[config.mk]
export PLATFORM = sky130hd
export DESIGN_NAME = mmic_core
export DESIGN_NICKNAME = d
export VERILOG_FILES = /design/src/design/mmic_pkg.sv /design/src/design/mmic_prio.sv /design/src/design/mmic_core.sv
export VERILOG_INCLUDE_DIRS = /design/src /design/src/design
export SDC_FILE = /design/constraint.sdc
export NUM_CORES = 1
export LEC_CHECK = 0
export BUFFER_PORTS_ARGS = -buffer_cell sky130_fd_sc_hd__buf_4
export CORE_MARGIN = 2
export CORE_UTILIZATION = 50
export CTS_BUF_LIST = sky130_fd_sc_hd__clkbuf_2
export DETAILED_ROUTE_END_ITERATION = 12
export PLACE_DENSITY = 0.68
export SETUP_SLACK_MARGIN = 0.2
export SYNTH_ARGS = -nofsm -noshare
export SYNTH_HDL_FRONTEND = slang
export SYNTH_SLANG_ARGS = --single-unit
[constraint.sdc]
create_clock -name core_clk -period 27 [get_ports core_clk]
set_input_delay 4.05 -clock core_clk [delete_from_list [all_inputs] [get_ports core_clk]]
set_output_delay 4.05 -clock core_clk [all_outputs]
set_load 0.02 [all_outputs]
[src/design/mmic_map.svh]
// register offsets, field positions, reset values and timing counts of the interrupt controller
`ifndef MMIC_MAP_SVH
`define MMIC_MAP_SVH
`define MMIC_OFF_TMR     8'h32
`define MMIC_OFF_DMA0    8'h34
`define MMIC_OFF_DMA1    8'h36
`define MMIC_OFF_EXTA    8'h38
`define MMIC_OFF_EXTB    8'h3A
`define MMIC_OFF_EXTC    8'h3C
`define MMIC_OFF_EXTD    8'h3E
`define MMIC_OFF_EXTE    8'h40
`define MMIC_OFF_WDOG    8'h42
`define MMIC_OFF_SER     8'h44
`define MMIC_OFF_REQ     8'h2E
`define MMIC_OFF_INSV    8'h2C
`define MMIC_OFF_PRIMSK  8'h2A
`define MMIC_OFF_MASK    8'h28
`define MMIC_OFF_PSTAT   8'h26
`define MMIC_OFF_POLL    8'h24
`define MMIC_OFF_DONE    8'h22
`define MMIC_CTL_SFN     6
`define MMIC_CTL_CAS     5
`define MMIC_CTL_LVL     4
`define MMIC_CTL_MSK     3
`define MMIC_CTL_RST     7'h0F
`define MMIC_PRI_RST     3'h7
`define MMIC_DONE_NSPEC  15
`define MMIC_POLL_FLAG   15
`define MMIC_ACK_IDLE    2
`define MMIC_ACK_LEN     2
`define MMIC_NSRC        10
`define MMIC_TYPE_BASE   5'h08
`endif

[src/design/mmic_pkg.sv]
// types shared by the interrupt controller files
package mmic_pkg;
  typedef enum logic [5:0] {
    MMIC_IDLE  = 6'h01,
    MMIC_ACK1  = 6'h02,
    MMIC_GAP   = 6'h04,
    MMIC_ACK2  = 6'h08,
    MMIC_GRANT = 6'h10,
    MMIC_HOLD  = 6'h20
  } mmic_state_t;
endpackage

[src/design/mmic_prio.sv]
// priority resolver: lowest programmed level wins, ties go to lowest source index
`timescale 1ns/1ps
`default_nettype none
module mmic_prio #(
  parameter int N = 10
) (
  // candidates
  input  wire logic [N-1:0]   reqVec,
  input  wire logic [3*N-1:0] priVec,
  // result
  output logic                found,
  output logic [3:0]          winIdx,
  output logic [2:0]          winPri
);
  always_comb begin
    found  = 1'b0;
    winIdx = 4'h0;
    winPri = 3'h7;
    for (int i = 0; i < N; i++) begin
      if (reqVec[i] && (!found || priVec[3*i +: 3] < winPri)) begin
        found  = 1'b1;
        winIdx = 4'(i);
        winPri = priVec[3*i +: 3];
      end
    end
  end
endmodule
`default_nettype wire

[src/design/mmic_core.sv]
// master mode interrupt controller: control registers, nesting, poll, end of service, cascade acknowledge
//
// Our own choices: the address map and the address-and-strobe port.
`include "mmic_map.svh"
`timescale 1ns/1ps
`default_nettype none
module mmic_core (
  // clock and reset
  input  wire logic        core_clk,
  input  wire logic        rst_b,
  // register port
  input  wire logic [7:0]  regAddr,
  input  wire logic [15:0] regWrData,
  input  wire logic        regWr,
  input  wire logic        regRd,
  output logic [15:0]      regRdData,
  // internal peripheral requests, pulses or levels from core logic
  input  wire logic        tmrReq,
  input  wire logic        dma0Req,
  input  wire logic        dma1Req,
  input  wire logic        wdogReq,
  input  wire logic        serReq,
  // external pins
  input  wire logic        extReqA,
  input  wire logic        extReqB,
  input  wire logic        extReqCIn,
  input  wire logic        extReqDIn,
  input  wire logic        extReqE,
  output logic             cascadeAckAOut,
  output logic             cascadeAckAOe,
  output logic             cascadeAckBOut,
  output logic             cascadeAckBOe,
  input  wire logic [7:0]  lowMuxedBusLines,
  // processor core
  output logic             intReq,
  input  wire logic        intTake,
  output logic [7:0]       intType,
  output logic             intTypeValid,
  output logic             aleStrobe,
  output logic             rdStrobeB,
  output logic             slaveMode
);
  localparam int NS = `MMIC_NSRC;
  // source index: 0 tmr, 1 dma0, 2 dma1, 3..7 ext a..e, 8 wdog, 9 ser
  ////////////////////////////////////////////////////////////////////////////
  logic [4:0] pinS1_q;
  logic [4:0] pinS2_q;
  logic [4:0] pinOld_q;
  always_ff @(posedge core_clk or negedge rst_b) begin
    if (!rst_b) begin
      pinS1_q  <= 5'h00;
      pinS2_q  <= 5'h00;
      pinOld_q <= 5'h00;
    end else begin
      pinS1_q  <= {extReqE, extReqDIn, extReqCIn, extReqB, extReqA};
      pinS2_q  <= pinS1_q;
      pinOld_q <= pinS2_q;
    end
  end
  ////////////////////////////////////////////////////////////////////////////
  logic [6:0]    ctl_q [NS];
  logic [NS-1:0] pend_q;
  logic [NS-1:0] insv_q;
  logic [2:0]    thr_q;
  logic [7:0]    capType_q;
  mmic_pkg::mmic_state_t st_q;
  logic [1:0]    cnt_q;
  logic [3:0]    ackIdx_q;
  logic [3:0]    svcIdx_q;

  wire casA = ctl_q[3][`MMIC_CTL_CAS];
  wire casB = ctl_q[4][`MMIC_CTL_CAS];
  // pins c and d are not requests while they serve as acknowledge outputs
  wire [4:0] pinUse = {1'b1, ~casB, ~casA, 2'b11};
  wire [NS-1:0] rawReq = {serReq, wdogReq, pinS2_q & pinUse, dma1Req, dma0Req, tmrReq};
  wire [4:0] pinRise = pinS2_q & ~pinOld_q;

  logic [NS-1:0] newEvt;
  logic [NS-1:0] isLvl;
  logic [NS-1:0] maskBit;
  logic [NS-1:0] sfnBit;
  logic [3*NS-1:0] priVec;
  genvar g;
  generate
    for (g = 0; g < NS; g++) begin : gSrc
      assign maskBit[g] = ctl_q[g][`MMIC_CTL_MSK];
      assign priVec[3*g +: 3] = ctl_q[g][2:0];
      assign sfnBit[g] = (g == 3 || g == 4) ? ctl_q[g][`MMIC_CTL_SFN] : 1'b0;
      if (g >= 3 && g <= 7) begin : gPin
        assign isLvl[g]  = ctl_q[g][`MMIC_CTL_LVL];
        assign newEvt[g] = (isLvl[g] ? pinS2_q[g-3] : pinRise[g-3]) & pinUse[g-3];
      end else begin : gInt
        assign isLvl[g]  = 1'b0;
        assign newEvt[g] = rawReq[g];
      end
    end
  endgenerate

  // a source is blocked by a lower level, or an equal level at a lower index, in service, or by its own bit unless sfnBit is set
  logic [NS-1:0] eligible;
  always_comb begin
    eligible = '0;
    for (int i = 0; i < NS; i++) begin
      eligible[i] = pend_q[i] & ~maskBit[i] & (priVec[3*i +: 3] <= thr_q);
      for (int j = 0; j < NS; j++) begin
        if (insv_q[j] && j != i && (priVec[3*j +: 3] < priVec[3*i +: 3] ||
            (priVec[3*j +: 3] == priVec[3*i +: 3] && j < i)))
          eligible[i] = 1'b0;
      end
      if (insv_q[i] && !sfnBit[i])
        eligible[i] = 1'b0;
    end
  end

  logic       winFound;
  logic [3:0] winIdx;
  logic [2:0] winPri;
  mmic_prio #(.N(NS)) uReqPrio (
    .reqVec (eligible),
    .priVec (priVec),
    .found  (winFound),
    .winIdx (winIdx),
    .winPri ()
  );

  logic       isvFound;
  logic [3:0] isvIdx;
  mmic_prio #(.N(NS)) uSvcPrio (
    .reqVec (insv_q),
    .priVec (priVec),
    .found  (isvFound),
    .winIdx (isvIdx),
    .winPri (winPri)
  );

  wire [4:0] winType = `MMIC_TYPE_BASE + {1'b0, winIdx};
  wire [15:0] pollWord = {winFound, 10'h000, winFound ? winType : 5'h00};
  ////////////////////////////////////////////////////////////////////////////
  // register decode
  wire wrDone  = regWr && regAddr == `MMIC_OFF_DONE;
  wire wrMask  = regWr && regAddr == `MMIC_OFF_MASK;
  wire wrThr   = regWr && regAddr == `MMIC_OFF_PRIMSK;
  wire wrInsv  = regWr && regAddr == `MMIC_OFF_INSV;
  wire rdPoll  = regRd && regAddr == `MMIC_OFF_POLL;
  wire doneNs  = regWrData[`MMIC_DONE_NSPEC];
  wire [4:0] doneIdx = regWrData[4:0] - `MMIC_TYPE_BASE;

  function automatic logic [7:0] ctlOff(input int i);
    case (i)
      0: ctlOff = `MMIC_OFF_TMR;
      1: ctlOff = `MMIC_OFF_DMA0;
      2: ctlOff = `MMIC_OFF_DMA1;
      3: ctlOff = `MMIC_OFF_EXTA;
      4: ctlOff = `MMIC_OFF_EXTB;
      5: ctlOff = `MMIC_OFF_EXTC;
      6: ctlOff = `MMIC_OFF_EXTD;
      7: ctlOff = `MMIC_OFF_EXTE;
      8: ctlOff = `MMIC_OFF_WDOG;
      default: ctlOff = `MMIC_OFF_SER;
    endcase
  endfunction

  // processor take of an internally typed source, or the take that starts a cascade sequence
  wire grantInt = st_q == mmic_pkg::MMIC_IDLE && intTake && winFound &&
                  !((winIdx == 4'h3 && casA) || (winIdx == 4'h4 && casB));
  wire grantCas = st_q == mmic_pkg::MMIC_IDLE && intTake && winFound && !grantInt;
  wire setIdx   = rdPoll || grantInt || grantCas;
  wire [3:0] setSel = winIdx;

  logic [NS-1:0] clrVec;
  logic [NS-1:0] setVec;
  always_comb begin
    clrVec = '0;
    setVec = '0;
    if (wrDone && doneNs && isvFound)
      clrVec[isvIdx] = 1'b1;
    if (wrDone && !doneNs && doneIdx < 5'(NS))
      clrVec[doneIdx[3:0]] = 1'b1;
    if (setIdx && winFound)
      setVec[setSel] = 1'b1;
  end

  always_ff @(posedge core_clk or negedge rst_b) begin
    if (!rst_b) begin
      for (int i = 0; i < NS; i++)
        ctl_q[i] <= `MMIC_CTL_RST;
      pend_q <= '0;
      insv_q <= '0;
      thr_q  <= `MMIC_PRI_RST;
    end else begin
      for (int i = 0; i < NS; i++) begin
        if (regWr && regAddr == ctlOff(i))
          ctl_q[i] <= (i == 3 || i == 4) ? regWrData[6:0] : {2'b00, regWrData[4:0]};
        else if (wrMask)
          ctl_q[i][`MMIC_CTL_MSK] <= regWrData[i];
        // level inputs follow the pin; edges stick until taken, set beats clear
        if (newEvt[i])
          pend_q[i] <= 1'b1;
        else if (setVec[i] || (isLvl[i] && !rawReq[i]))
          pend_q[i] <= 1'b0;
        // setting wins over a clear in the same cycle
        if (setVec[i])
          insv_q[i] <= 1'b1;
        else if (clrVec[i] || (wrInsv && !regWrData[i]))
          insv_q[i] <= 1'b0;
        else if (wrInsv)
          insv_q[i] <= 1'b1;
      end
      if (wrThr)
        thr_q <= regWrData[2:0];
    end
  end
  ////////////////////////////////////////////////////////////////////////////
  // cascade acknowledge sequencer
  always_ff @(posedge core_clk or negedge rst_b) begin
    if (!rst_b) begin
      st_q      <= mmic_pkg::MMIC_IDLE;
      cnt_q     <= 2'h0;
      ackIdx_q  <= 4'h0;
      svcIdx_q  <= 4'h0;
      capType_q <= 8'h00;
    end else begin
      case (st_q)
        mmic_pkg::MMIC_IDLE: begin
          if (grantInt) begin
            capType_q <= {3'b000, winType};
            st_q      <= mmic_pkg::MMIC_GRANT;
          end else if (grantCas) begin
            ackIdx_q <= winIdx;
            st_q     <= mmic_pkg::MMIC_ACK1;
          end
        end
        mmic_pkg::MMIC_ACK1: begin
          cnt_q <= 2'h0;
          st_q  <= mmic_pkg::MMIC_GAP;
        end
        mmic_pkg::MMIC_GAP: begin
          cnt_q <= cnt_q + 2'h1;
          if (cnt_q == 2'(`MMIC_ACK_IDLE - 1))
            st_q <= mmic_pkg::MMIC_ACK2;
        end
        mmic_pkg::MMIC_ACK2: begin
          capType_q <= lowMuxedBusLines;
          st_q      <= mmic_pkg::MMIC_GRANT;
        end
        mmic_pkg::MMIC_GRANT: begin
          svcIdx_q <= ackIdx_q;
          st_q     <= mmic_pkg::MMIC_HOLD;
        end
        mmic_pkg::MMIC_HOLD: begin
          if (!intTake)
            st_q <= mmic_pkg::MMIC_IDLE;
        end
        default: st_q <= mmic_pkg::MMIC_IDLE;
      endcase
    end
  end

  wire inAck   = st_q == mmic_pkg::MMIC_ACK1 || st_q == mmic_pkg::MMIC_ACK2;
  wire ackOnA  = inAck && ackIdx_q == 4'h3;
  wire ackOnB  = inAck && ackIdx_q == 4'h4;
  assign cascadeAckAOe  = casA;
  assign cascadeAckAOut = !ackOnA;
  assign cascadeAckBOe  = casB;
  assign cascadeAckBOut = !ackOnB;
  assign aleStrobe      = inAck;
  assign rdStrobeB      = 1'b1;
  assign slaveMode      = 1'b0;
  assign intReq         = winFound && st_q == mmic_pkg::MMIC_IDLE;
  assign intTypeValid   = st_q == mmic_pkg::MMIC_GRANT;
  assign intType        = capType_q;
  ////////////////////////////////////////////////////////////////////////////
  // read data, one cycle after the strobe
  logic [15:0] rdMux;
  always_comb begin
    rdMux = 16'h0000;
    for (int i = 0; i < NS; i++)
      if (regAddr == ctlOff(i))
        rdMux = {9'h000, ctl_q[i]};
    case (regAddr)
      `MMIC_OFF_REQ:    rdMux = {6'h00, pend_q};
      `MMIC_OFF_INSV:   rdMux = {6'h00, insv_q};
      `MMIC_OFF_PRIMSK: rdMux = {13'h0000, thr_q};
      `MMIC_OFF_MASK:   rdMux = {6'h00, maskBit};
      `MMIC_OFF_PSTAT:  rdMux = pollWord;
      `MMIC_OFF_POLL:   rdMux = pollWord;
      default:          rdMux = rdMux;
    endcase
  end
  always_ff @(posedge core_clk or negedge rst_b) begin
    if (!rst_b)
      regRdData <= 16'h0000;
    else if (regRd)
      regRdData <= rdMux;
  end
endmodule
`default_nettype wire

==> results.sh <==
export IMPL_max_stage_delay_ps=1030
export IMPL_hold_violations=0
export IMPL_via_per_inst=6.753
export IMPL_path_buf_inv=7
export IMPL_synth_edf_count=0
export IMPL_cts_max_level=4
export IMPL_worst_slew_pin_slew_ps=1286
export IMPL_num_vias=13120
export IMPL_critPathSlowestCell="a21boi_0"
export IMPL_fillers=2390
export IMPL_path_max_fanout=11
export IMPL_globalRouteTotalUtil=0.3628
export IMPL_cts_setup_buffers=0
export IMPL_synth_area_per_cell_sq_um=8.417
export IMPL_ir_drop_uv=59.75
export IMPL_synth_area_leaders="ha_1 (19%), dfrtp_1 (15%), dfstp_2 (8.9%)"
export IMPL_ys_seq_area_frac=0.2416
export IMPL_slew_headroom=0.1352
export IMPL_clkSinkCount=123
export IMPL_synth_seq_cells=123
export IMPL_rows=58
export IMPL_wl_met1_um=19550
export IMPL_yosys_warnings=0
export IMPL_outcome="complete, no violations"
export IMPL_synth_top_area_cell="ha_1"
export IMPL_die_x_um=165.1
export IMPL_ys_flop_type="dfrtp_1"
export IMPL_top_layer_used="met4"
export IMPL_slew_violations=0
export IMPL_hp_class="flop to flop"
export IMPL_cts_hold_buf=0
export IMPL_route_detailed_drc=0
export IMPL_fmaxAchievable_mhz=52.38
export IMPL_grt_ovfl_total=0
export IMPL_cts_tree="done"
export IMPL_grt_pass1_wl_um=74310
export IMPL_grt_max_degree=78
export IMPL_num_io_pins=80
export IMPL_antenna_found_initial=1
export IMPL_dr_wl_met3_um=4911
export IMPL_p_leak_nw=6.048
export IMPL_post_cts_resized=0
export IMPL_die_area_sq_um=27240
export IMPL_end_kind="flop"
export IMPL_cpMostUsedCell="ha_1"
export IMPL_numCtsBuffers=17
export IMPL_clkSlewWorstSetupHoldPaths_ps=240
export IMPL_max_cap_violations=0
export IMPL_layout_common_cells="ha_1 (196), nand2_1 (126), inv_1 (123), o21ai_0 (123), nor2_1 (87)"
export IMPL_fin_skew_ps=32.46
export IMPL_critical_path_class="flop to flop"
export IMPL_period_needed_ps=19090
export IMPL_dp_hpwl_um=36530
export IMPL_start_util=0.5121
export IMPL_post_route_util=0.5550
export IMPL_worstPathArrival_ps=19760
export IMPL_design_power_total_w=0.001094
export IMPL_crit_family="compound AO/OA/AOI/OAI gates"
export IMPL_place_gp_congestion=0.9834
export IMPL_async_reset_ff_frac=1.000
export IMPL_drt_initial_drc_count=1706
export IMPL_fin_crit_sh=0.7071
export IMPL_routed_wl_um=48670
export IMPL_clockBufferDepth=2
export IMPL_wl_met2_um=21340
export IMPL_area_delta_synth_final_pct=8.374
export IMPL_grt_pass1_vias=12710
export IMPL_layout_commonest_cell="ha_1"
export IMPL_required_ps=27670
export IMPL_rsz0062_at_grt="false"
export IMPL_core_area_sq_um=25330
export IMPL_cp_start_kind="flop"
export IMPL_post_drt_wl_per_cell_um=25.05
export IMPL_firstDrtPassIters=6
export IMPL_yosys_cell_types_count=96
export IMPL_finalSetupTns_ps=0
export IMPL_cts_root_buf="clkbuf_2"
export IMPL_synth_top_area_frac=0.1891
export IMPL_setup_violations=0
export IMPL_chipHeight_um=165.1
export IMPL_holdWs_ps=379.1
export IMPL_drtAntennaViolNets=0
export IMPL_port_buffers=67
export IMPL_clk_latency_ps=730
export IMPL_fin_nets=1842
export IMPL_syn_area_sq_um=12970
export IMPL_synthCells=1541
export IMPL_powerDensity_nw_per_um2=77.80
export IMPL_drive_above_1_share=0.1489
-- worst register-to-register path, delay by kind of cell (launching register included) --
family	cells	cell delay [ps]
AOI/OAI and AO/OA	24	7000
adders and majority gates	10	2630
buffers and inverters	7	720
DFF	1	830
muxes	7	2450
and+or+nand+nor	17	5380
-- power breakdown --
group	switching, W	total [W]	internal [W]	leakage, nW
combinational	0.000442	0.000722	0.000280	4.47
sequential	0.0000364	0.000243	0.000207	1.43
clock	0.0000891	0.000128	0.0000393	0.151
total	0.000568	0.00109	0.000526	6.05
-- registers in the layout, indices dropped and copies added (netlist names) --
name,count
cascadeAckAOe,1
intType,8
st_q,6
thr_q,3
pend_q,10
cascadeAckBOe,1
ackIdx_q,4
cnt_q,2
pinS2_q,5
regRdData,11
pinS1_q,5
pinOld_q,5
ctl_q,52
insv_q,10
-- per-stage QoR --
step | instance area [sq um] | instances | setup WS (ps)
final | 14060 | 1943 | 7908
after global routing | 14060 | 1943 | 6949
after CTS | 14050 | 1942 | 8534
after detailed placement | 13790 | 1910 | 8647
after global placement | 13790 | 1910 | 8861
after floorplan | 12990 | 1546 | 12590
-- cell type report --
type / instances / area, sq um / area share
multi-input cells: 1253 / 9175 / 0.6527
diodes: 1 / 2.502 / 0.0001780
well taps: 330 / 412.9 / 0.02938
clock inverters: 15 / 177.7 / 0.01264
clock buffers: 17 / 85.08 / 0.006053
flip-flops and latches: 123 / 3133 / 0.2229
inverters: 123 / 461.7 / 0.03285
repair buffers: 81 / 608.1 / 0.04326
-- routing by layer --
metal / vias to the layer above / global-route usage
li1: 5969 / -
met1: 6218 / 0.4658
met2: 748 / 0.5712
met3: 187 / 0.07617
met4: 0 / 0.1984
met5: - / 0
-- final timing paths --
kind | endpoint | startpoint | slack (ps) | cells past startpoint
max | insv_q[0] | ctl_q[22] | 7910 | 65
min | pinS2_q[2] | pinS1_q[2] | 380 | 0
max reg2reg | insv_q[0] | ctl_q[22] | 7910 | 65
min reg2reg | pinS2_q[2] | pinS1_q[2] | 380 | 0
max in group asynchronous | pend_q[3] | rst_b | 22280 | 2
min in group asynchronous | st_q[4] | rst_b | 3290 | 1
-- logic make-up after synthesis --
kind of cell | synth area share
and+or+nand+nor | 0.2028
AOI/OAI and AO/OA | 0.2538
adders and majority gates | 0.1906
buffers and inverters | 0.05248
DFF | 0.2416
muxes | 0.05817
other | 0.0005790
-- Yosys cell counts, types with 23 or more instances --
cell / number
a22oi_1: 23
a21oi_1: 82
ha_1: 196
clkbuf_1: 31
dfrtp_1: 79
nor2_1: 87
dfstp_2: 44
inv_1: 123
nor2b_1: 41
nand2_1: 126
a21o_1: 26
mux2_2: 47
and3_1: 23
o21ai_0: 123
nand3_1: 58
a31oi_1: 23
Note: power is estimated with default switching activity, not from simulation.
